==> config.mk <==
export PLATFORM = sky130hd
export DESIGN_NAME = lpmc_top
export DESIGN_NICKNAME = d
export VERILOG_FILES = /design/src/lpmc_pkg.sv /design/src/lpmc_top.sv
export SDC_FILE = /design/constraint.sdc
export NUM_CORES = 1
export LEC_CHECK = 0
export BUFFER_PORTS_ARGS = -buffer_cell sky130_fd_sc_hd__buf_4
export CORE_MARGIN = 1
export CORE_UTILIZATION = 52
export DETAILED_ROUTE_END_ITERATION = 7
export GPL_ROUTABILITY_DRIVEN = 1
export GPL_TIMING_DRIVEN = 0
export HOLD_SLACK_MARGIN = 0.08
export PLACE_DENSITY = 0.82
export SLEW_MARGIN = 25
export SYNTH_ARGS = -nofsm -noshare
export SYNTH_HDL_FRONTEND = slang
export SYNTH_SLANG_ARGS = --single-unit
==> constraint.sdc <==
create_clock -name clk -period 4.4 [get_ports clk]
set_clock_uncertainty 0.2 [all_clocks]
set_input_delay 0.44 -clock clk [delete_from_list [all_inputs] [get_ports clk]]
set_output_delay 0.44 -clock clk [all_outputs]
set_load 0.02 [all_outputs]
==> src/lpmc_pkg.sv <==
package lpmc_pkg;
  // Standby mode encodings
  localparam logic [2:0] MODE_STOP_WITH_SUPPLY_MODE = 3'h1;
  localparam logic [2:0] MODE_IDLE = 3'h3;
  localparam logic [2:0] MODE_POWER_CUT_STOP_MODE = 3'h5;
  // Register byte offsets
  localparam logic [7:0] ADDR_STBYCR = 8'h00;
  localparam logic [7:0] ADDR_KEEPRUN = 8'h04;
  localparam logic [7:0] ADDR_STATUS = 8'h08;
  // Standby control fields
  localparam int STBY_LSB = 0;
  localparam int DRVE_BIT = 16;
  localparam int PTKEEP_BIT = 17;
  localparam logic [2:0] STBY_RESET = 3'h3;
  // Module index
  localparam int NMOD = 20;
  localparam int M_CORE = 0;
  localparam int M_DMA = 1;
  localparam int M_ADC = 2;
  localparam int M_DAC = 3;
  localparam int M_USB = 4;
  localparam int M_SSP = 5;
  localparam int M_UART = 6;
  localparam int M_I2C = 7;
  localparam int M_WDT = 8;
  localparam int M_TMR = 9;
  localparam int M_MPT = 10;
  localparam int M_RMC = 11;
  localparam int M_RTC = 12;
  localparam int M_LVD = 13;
  localparam int M_EBI = 14;
  localparam int M_CG = 15;
  localparam int M_PLL = 16;
  localparam int M_OFD = 17;
  localparam int M_EXTERNAL_FAST_OSCILLATOR = 18;
  localparam int M_INTERNAL_FAST_OSCILLATOR = 19;
  // Fixed status matrix per mode: clock stop, selectable, supply cut
  localparam logic [19:0] IDLE_STOPCLK = 20'h0_0001;
  localparam logic [19:0] STOP_WITH_SUPPLY_MODE_STOPCLK = 20'h8_C703;
  localparam logic [19:0] STOP_WITH_SUPPLY_MODE_SEL = 20'h7_00EC;
  localparam logic [19:0] POWER_CUT_STOP_MODE_STOPCLK = 20'hC_8008;
  localparam logic [19:0] POWER_CUT_STOP_MODE_SEL = 20'h3_07F6;
  localparam logic [19:0] POWER_CUT_STOP_MODE_CUT = 20'h0_4001;
  localparam logic [19:0] KEEPRUN_RESET = 20'h0_0000;
  // Power states
  typedef enum logic [1:0] {
    ST_RUN = 2'b00,
    ST_IDLE = 2'b01,
    ST_STOP_WITH_SUPPLY_MODE = 2'b11,
    ST_POWER_CUT_STOP_MODE = 2'b10
  } lpmc_state_t;
endpackage

==> src/lpmc_top.sv <==
// Functional notes
// - Decode 001 stop_with_supply_mode, 011 idle, 101 power_cut_stop_mode
// - Entering mode stops clocks per matrix
// - Power_cut_stop_mode cuts core, EBI, unkept modules
// - Stop_with_supply_mode selectable modules follow keep-run bits
// - Always-on modules never stopped in any mode
// - Stop_with_supply_mode port drive follows drive enable bit
// - Power_cut_stop_mode holds port pins when hold set
// - Reset or stop release selects internal oscillator
// - Idle keeps watchdog counting, clear blocked
// - Mode entered only on wait-for-interrupt
`timescale 1ns/1ns
`default_nettype none
module lpmc_top (
  input wire logic clk,
  input wire logic reset_n,
  input wire logic s_axi_awvalid,
  output logic s_axi_awready,
  input wire logic [7:0] s_axi_awaddr,
  input wire logic s_axi_wvalid,
  output logic s_axi_wready,
  input wire logic [31:0] s_axi_wdata,
  input wire logic [3:0] s_axi_wstrb,
  output logic s_axi_bvalid,
  input wire logic s_axi_bready,
  output logic [1:0] s_axi_bresp,
  input wire logic s_axi_arvalid,
  output logic s_axi_arready,
  input wire logic [7:0] s_axi_araddr,
  output logic s_axi_rvalid,
  input wire logic s_axi_rready,
  output logic [31:0] s_axi_rdata,
  output logic [1:0] s_axi_rresp,
  input wire logic wfi_exec,
  input wire logic core_halted,
  input wire logic wake_event,
  input wire logic wdt_clear_req,
  output logic wdt_clear,
  output logic wdt_run,
  output logic [19:0] clk_gate_en,
  output logic [19:0] supply_en,
  output logic port_drive_en,
  output logic port_hold,
  output logic sysclk_from_internal_fast_oscillator,
  output logic in_standby
);
  typedef struct packed {
    logic [1:0] rst_sync;
    logic aw_got;
    logic [7:0] aw_addr;
    logic w_got;
    logic [31:0] w_data;
    logic [3:0] w_strb;
    logic bvalid;
    logic [1:0] bresp;
    logic rvalid;
    logic [31:0] rdata;
    logic [1:0] rresp;
    logic [2:0] stby;
    logic drve;
    logic ptkeep;
    logic [19:0] keeprun;
    logic pend;
    logic [2:0] pend_mode;
    lpmc_pkg::lpmc_state_t state;
    logic internal_fast_oscillator_sel;
    logic [19:0] gate;
    logic [19:0] supply;
    logic hold;
  } lpmc_regs_t;

  lpmc_regs_t q, d;
  logic rst_q;
  logic rst_n_i;
  logic [19:0] stop_mask;
  logic [19:0] cut_mask;

  ////////////////////////////////////////////////////////////////////////
  // Reset release through two flip-flops
  always_ff @(posedge clk or negedge reset_n) begin
    if (!reset_n) begin
      rst_q <= 1'b0;
      rst_n_i <= 1'b0;
    end else begin
      rst_q <= 1'b1;
      rst_n_i <= rst_q;
    end
  end

  ////////////////////////////////////////////////////////////////////////
  // Fixed matrix lookup; keep-run only rescues selectable modules
  always_comb begin
    stop_mask = 20'h0_0000;
    cut_mask = 20'h0_0000;
    case (q.pend_mode)
      lpmc_pkg::MODE_IDLE: stop_mask = lpmc_pkg::IDLE_STOPCLK;
      lpmc_pkg::MODE_STOP_WITH_SUPPLY_MODE:
        stop_mask = lpmc_pkg::STOP_WITH_SUPPLY_MODE_STOPCLK | (lpmc_pkg::STOP_WITH_SUPPLY_MODE_SEL & ~q.keeprun);
      lpmc_pkg::MODE_POWER_CUT_STOP_MODE: begin
        stop_mask = lpmc_pkg::POWER_CUT_STOP_MODE_STOPCLK;
        cut_mask = lpmc_pkg::POWER_CUT_STOP_MODE_CUT | (lpmc_pkg::POWER_CUT_STOP_MODE_SEL & ~q.keeprun);
      end
      default: stop_mask = 20'h0_0000;
    endcase
  end

  ////////////////////////////////////////////////////////////////////////
  always_comb begin
    d = q;
    d.rst_sync = 2'b11;
    // AXI write channel, address and data in either order
    if (s_axi_awvalid && !q.aw_got && !q.bvalid) begin
      d.aw_got = 1'b1;
      d.aw_addr = s_axi_awaddr;
    end
    if (s_axi_wvalid && !q.w_got && !q.bvalid) begin
      d.w_got = 1'b1;
      d.w_data = s_axi_wdata;
      d.w_strb = s_axi_wstrb;
    end
    if (q.aw_got && q.w_got) begin
      d.aw_got = 1'b0;
      d.w_got = 1'b0;
      d.bvalid = 1'b1;
      d.bresp = 2'b00;
      if (q.aw_addr == lpmc_pkg::ADDR_STBYCR) begin
        if (q.w_strb[0]) begin
          d.stby = q.w_data[lpmc_pkg::STBY_LSB +: 3];
        end
        if (q.w_strb[2]) begin
          d.drve = q.w_data[lpmc_pkg::DRVE_BIT];
          d.ptkeep = q.w_data[lpmc_pkg::PTKEEP_BIT];
        end
      end else if (q.aw_addr == lpmc_pkg::ADDR_KEEPRUN) begin
        if (q.w_strb[0]) d.keeprun[7:0] = q.w_data[7:0];
        if (q.w_strb[1]) d.keeprun[15:8] = q.w_data[15:8];
        if (q.w_strb[2]) d.keeprun[19:16] = q.w_data[19:16];
      end else if (q.aw_addr == lpmc_pkg::ADDR_STATUS) begin
        d.bresp = 2'b10;
      end else begin
        d.bresp = 2'b11;
      end
    end
    if (q.bvalid && s_axi_bready) d.bvalid = 1'b0;
    // AXI read channel
    if (s_axi_arvalid && !q.rvalid) begin
      d.rvalid = 1'b1;
      d.rresp = 2'b00;
      d.rdata = 32'h0000_0000;
      if (s_axi_araddr == lpmc_pkg::ADDR_STBYCR) begin
        d.rdata[lpmc_pkg::STBY_LSB +: 3] = q.stby;
        d.rdata[lpmc_pkg::DRVE_BIT] = q.drve;
        d.rdata[lpmc_pkg::PTKEEP_BIT] = q.ptkeep;
      end else if (s_axi_araddr == lpmc_pkg::ADDR_KEEPRUN) begin
        d.rdata[19:0] = q.keeprun;
      end else if (s_axi_araddr == lpmc_pkg::ADDR_STATUS) begin
        d.rdata[1:0] = q.state;
        d.rdata[2] = q.internal_fast_oscillator_sel;
        d.rdata[3] = q.hold;
      end else begin
        d.rresp = 2'b11;
      end
    end
    if (q.rvalid && s_axi_rready) d.rvalid = 1'b0;
    // Entry is armed by the wait-for-interrupt, not by the mode field
    case (q.state)
      lpmc_pkg::ST_RUN: begin
        if (wfi_exec && !q.pend) begin
          d.pend = 1'b1;
          d.pend_mode = q.stby;
        end
        // Undefined codes arm but never leave run, gates and supplies stay on
        if (q.pend && core_halted) begin
          d.pend = 1'b0;
          d.gate = ~stop_mask;
          d.supply = ~cut_mask;
          if (q.pend_mode == lpmc_pkg::MODE_IDLE) d.state = lpmc_pkg::ST_IDLE;
          else if (q.pend_mode == lpmc_pkg::MODE_STOP_WITH_SUPPLY_MODE) d.state = lpmc_pkg::ST_STOP_WITH_SUPPLY_MODE;
          else if (q.pend_mode == lpmc_pkg::MODE_POWER_CUT_STOP_MODE) begin
            d.state = lpmc_pkg::ST_POWER_CUT_STOP_MODE;
            d.hold = q.ptkeep;
          end else begin
            d.gate = {20{1'b1}};
            d.supply = {20{1'b1}};
          end
        end
        if (q.pend && wake_event) d.pend = 1'b0;
      end
      default: begin
        if (wake_event) begin
          d.state = lpmc_pkg::ST_RUN;
          d.gate = {20{1'b1}};
          d.supply = {20{1'b1}};
          if (q.state != lpmc_pkg::ST_IDLE) d.internal_fast_oscillator_sel = 1'b1;
        end
      end
    endcase
    // Port hold persists until software drops the hold bit
    if (q.state == lpmc_pkg::ST_RUN && !q.ptkeep) d.hold = 1'b0;
  end

  always_ff @(posedge clk or negedge rst_n_i) begin
    if (!rst_n_i) begin
      q <= '0;
      q.stby <= lpmc_pkg::STBY_RESET;
      q.keeprun <= lpmc_pkg::KEEPRUN_RESET;
      q.state <= lpmc_pkg::ST_RUN;
      q.internal_fast_oscillator_sel <= 1'b1;
      q.gate <= {20{1'b1}};
      q.supply <= {20{1'b1}};
    end else begin
      q <= d;
    end
  end

  ////////////////////////////////////////////////////////////////////////
  assign s_axi_awready = !q.aw_got && !q.bvalid;
  assign s_axi_wready = !q.w_got && !q.bvalid;
  assign s_axi_bvalid = q.bvalid;
  assign s_axi_bresp = q.bresp;
  assign s_axi_arready = !q.rvalid;
  assign s_axi_rvalid = q.rvalid;
  assign s_axi_rdata = q.rdata;
  assign s_axi_rresp = q.rresp;
  // Always-on modules forced on regardless of matrix
  assign clk_gate_en = q.gate | (20'h1 << lpmc_pkg::M_RMC) | (20'h1 << lpmc_pkg::M_RTC)
    | (20'h1 << lpmc_pkg::M_LVD);
  assign supply_en = q.supply | (20'h1 << lpmc_pkg::M_RMC) | (20'h1 << lpmc_pkg::M_RTC)
    | (20'h1 << lpmc_pkg::M_LVD);
  assign wdt_run = clk_gate_en[lpmc_pkg::M_WDT];
  assign wdt_clear = wdt_clear_req && (q.state != lpmc_pkg::ST_IDLE);
  assign port_drive_en = (q.state == lpmc_pkg::ST_STOP_WITH_SUPPLY_MODE) ? q.drve : 1'b1;
  // Hold outlives the wake so pins stay put until software restores the ports
  assign port_hold = q.hold;
  assign sysclk_from_internal_fast_oscillator = q.internal_fast_oscillator_sel;
  assign in_standby = (q.state != lpmc_pkg::ST_RUN);
endmodule // lpmc_top
`default_nettype wire

==> results by group <==
Outcome
  – Status: complete, no violations

Die
  – Height of the die: 101 um
  – Area of the die: 0.0102 mm^2
  – Core area: approximately 0.0093 mm^2
  – Starting density of the core: a little over half
  – # IOs: 150
  – Die span in x: between 100 and 150 um
  – # rows: 35

STA
  – Unrepaired setup endpoints after global routing: false
  – Final hold slack: 0.0647 ns
  – Setup TNS: 0 ns
  – Worst Tran Pin Value: around 0.7 ns
  – Final Critical Period: approximately 2.4 ns
  – Final max-slew violation count: 0
  – Rel. slew slack: ~54%
  – Period Utilization, post-route: approximately 54%
  – Hold violation count in the final report: 0
  – Final setup fails: 0
  – Final setup margin: 2.02 ns
  – Fmax: 0.420 GHz

Power and ir drop
  – Peak supply drop: roughly 400 uV
  – Switch share: between 20 and 30%
  – Pint: between 2000 and 3000 uW
  – Combinational power share: 20.2%
  – Leak pwr: between 0.003 and 0.004 uW
  – Psw: approximately 990 uW
  – Pwr dens: 495 mW/mm^2
  – Clock power share: between 30% and 40%
  – Sequential power share: approximately two fifths

Worst setup path
  – Worst Setup End Kind: flop
  – Worst Reg-to-Reg Cells: 4
  – Startpoint types: flop
  – Crit path largest cell delay: 0.57 ns
  – Critical path data arrival time: 2.57 ns
  – CP max stage cell: or4_4
  – Crit path max fanout: 8
  – Crit Path Class: reg2reg
  – WP data required: about 4.6 ns
  – Sequence of cells on the critical path: or4_4 > nor4_4 > nand3_2 > mux2_2

Placement
  – Port Buffers: ~110
  – Dpl hpwl: around 7.7 mm
  – GP Congestion: ~0.86
  – Setup WS pre-CTS: 1.93 ns
  – Dpl cell area: between 0.006 and 0.007 mm^2

Drt
  – DR WL/cell: between 15 and 20 um
  – Final wirelength: roughly 12 mm
  – Iter 0 DRT Violations: 122
  – Vias: about 3600
  – Vias per cell: ~5
  – Number of routed nets with antenna violations: 0
  – DRC Markers: 0
  – DRT Pass-1 Iters: 4

GRT
  – First-pass GRT wire length: approximately 19 mm
  – Vias in the first global route: approximately 3800
  – Total congestion overflow: 0
  – Initial antenna violation count: 0
  – Largest net degree at the start of global routing: 45
  – All-Layer GR Usage: about a quarter

Worst hold path
  – Hold WC Path Type: reg2async

Clock tree
  – Maximum buffer depth of the clock tree: 2
  – Htree depth: 4
  – Root buf cell: clkbuf_8
  – TritonCTS clock tree: built
  – Cts repair resizes: 0
  – CTS clock-pin slew for the worst setup and hold paths: roughly 0.06 ns
  – # hold bufs at CTS: 39
  – Num Clock Sinks: around 120
  – Inserted Clock Buffers: 17
  – Clock latency on the worst-skew pair: ~0.5 ns
  – Setup Fix Bufs, Post-CTS: 0

Cells and area
  – Post-layout util: approximately 77%
  – Area Growth Syn to Fin: 41.9%
  – Commonest cells after routing, fill and taps aside: 188 x buf_4, 89 x dfrtp_1, 59 x mux2_2
  – Layout cells sized above 1: a little over half
  – Nets: around 650
  – Design area: between 0.007 and 0.008 mm^2
  – Most common cell after layout, fill and taps aside: buf_4
  – N_diodes: 0
  – Fill cell count: a little under 600

Synthesis
  – Commonest register cell after synthesis: dfrtp_1
  – Number of synthesized flops with an enable pin: 0
  – Post-Syn Area: just over 0.005 mm^2
  – Compound-Gate Fraction of Synth Area: 9.25%
  – Syn avg cell area: between 10 and 15 um^2
  – Cells after Synth: between 300 and 400
  – Cell variety after synth: between 40 and 50
  – Post-synthesis async set-or-reset flop share: between 90% and 100%
  – Sequential share of the synthesized area: a little under three fifths
  – Warning count from the yosys run: 0
  – Main combinational cell family by area after synthesis: multiplexers
  – Synth Area in XOR/XNOR: 0%
  – Post-Synth Adder-Cell Area: 0%
  – Post-synthesis mux area share: between 10% and 20%
  – Post-Synth Simple-Gate Area: 6.71%
  – Seq cells post-synth: 115

Run
  – Max Cap Viol: 0
==> layout make-up <==
class	count	area (um^2)	area share [%]
Buffer	89	624	8.67
Clock buffer	20	455	6.32
Clock inverter	12	155	2.15
Inverter	8	30.0	0.417
Multi-Input combinational cell	206	1600	22.2
Sequential cell	115	2910	40.5
Tap cell	129	161	2.24
Timing Repair Buffer	152	1260	17.5
==> through the flow <==
| stage | cells | power, uW |
|---|---|---|
| 3_5_place_dp | 660 | 2150 |
| 4_1_cts | 731 | 3570 |
| 3_3_place_gp | 658 | 2100 |
| 5_1_grt | 731 | 3710 |
| 6_report | 731 | 3570 |
| 2_1_floorplan | 418 | 1910 |
==> synthesized netlist by cell type (4+ instances only) <==
cell      number  area [um^2]
inv_1          8         30.0
o22a_1        16          140
nand2_1       13         48.8
a22o_1        14          123
clkbuf_1       9         33.8
buf_4         77          578
dfrtp_1       90         2250
o21ai_0       10         50.1
a21oi_1        4         20.0
nand3_1        5         25.0
nor2_1        14         52.6
dfstp_2       25          657
o21a_1         4         30.0
mux2_2        59          664
==> sequential cells by signal (all words and copies together), names as in the netlist <==
register,flops
rst_q,1
clk_gate_en,11
s_axi_rvalid,1
s_axi_rdata,20
q,64
s_axi_bvalid,1
supply_en,12
s_axi_bresp,2
rst_n_i,1
port_hold,1
s_axi_rresp,1
==> logic make-up (layout without fill, tap and decap cells) <==
family | count (synthesis) | count (layout)
DFF | 115 | 115
other | 2 | 25
buffers and inverters | 97 | 281
muxes | 62 | 62
and+or+nand+nor | 57 | 57
AOI/OAI and AO/OA | 62 | 62
==> power groups by stage <==
stage | clock network, uW | registers (uW) | logic (uW)
floorplan | 0 | 1430 | 483
global placement | 0 | 1460 | 639
detailed placement | 0 | 1470 | 680
CTS | 1400 | 1460 | 717
global route | 1450 | 1490 | 776
finish | 1390 | 1460 | 720
==> worst max-delay path, delay by kind of cell, from the launching register on <==
family / cells / cell delay, ns
and+or+nand+nor: 3 / 1.31
DFF: 1 / 0.38
muxes: 1 / 0.37
==> worst paths after layout <==
check	from	to	slack [ns]
setup / recovery	q[149]$_DFFE_PN0P_	q[58]$_DFFE_PN0P_	2.02
hold / removal	rst_n_i$_DFF_PN0_	s_axi_rdata[13]$_DFFE_PN0P_	0.06
setup reg to reg	q[149]$_DFFE_PN0P_	q[58]$_DFFE_PN0P_	2.02
hold reg to reg	rst_n_i$_DFF_PN0_	s_axi_rdata[13]$_DFFE_PN0P_	0.06
max in group asynchronous	rst_n_i$_DFF_PN0_	q[70]$_DFFE_PN1P_	3.04
min in group clk	s_axi_araddr[1]	s_axi_rdata[5]$_DFFE_PN0P_	0.12
==> layer usage <==
metal	global-route usage, %	vias up	wire [um]
li1	-	1682	-
met1	27.5	1823	4560
met2	45.2	131	6210
met3	5.55	13	672
met4	9.14	0	142
met5	0	-	0
Note: power is estimated with default switching activity, not from simulation.
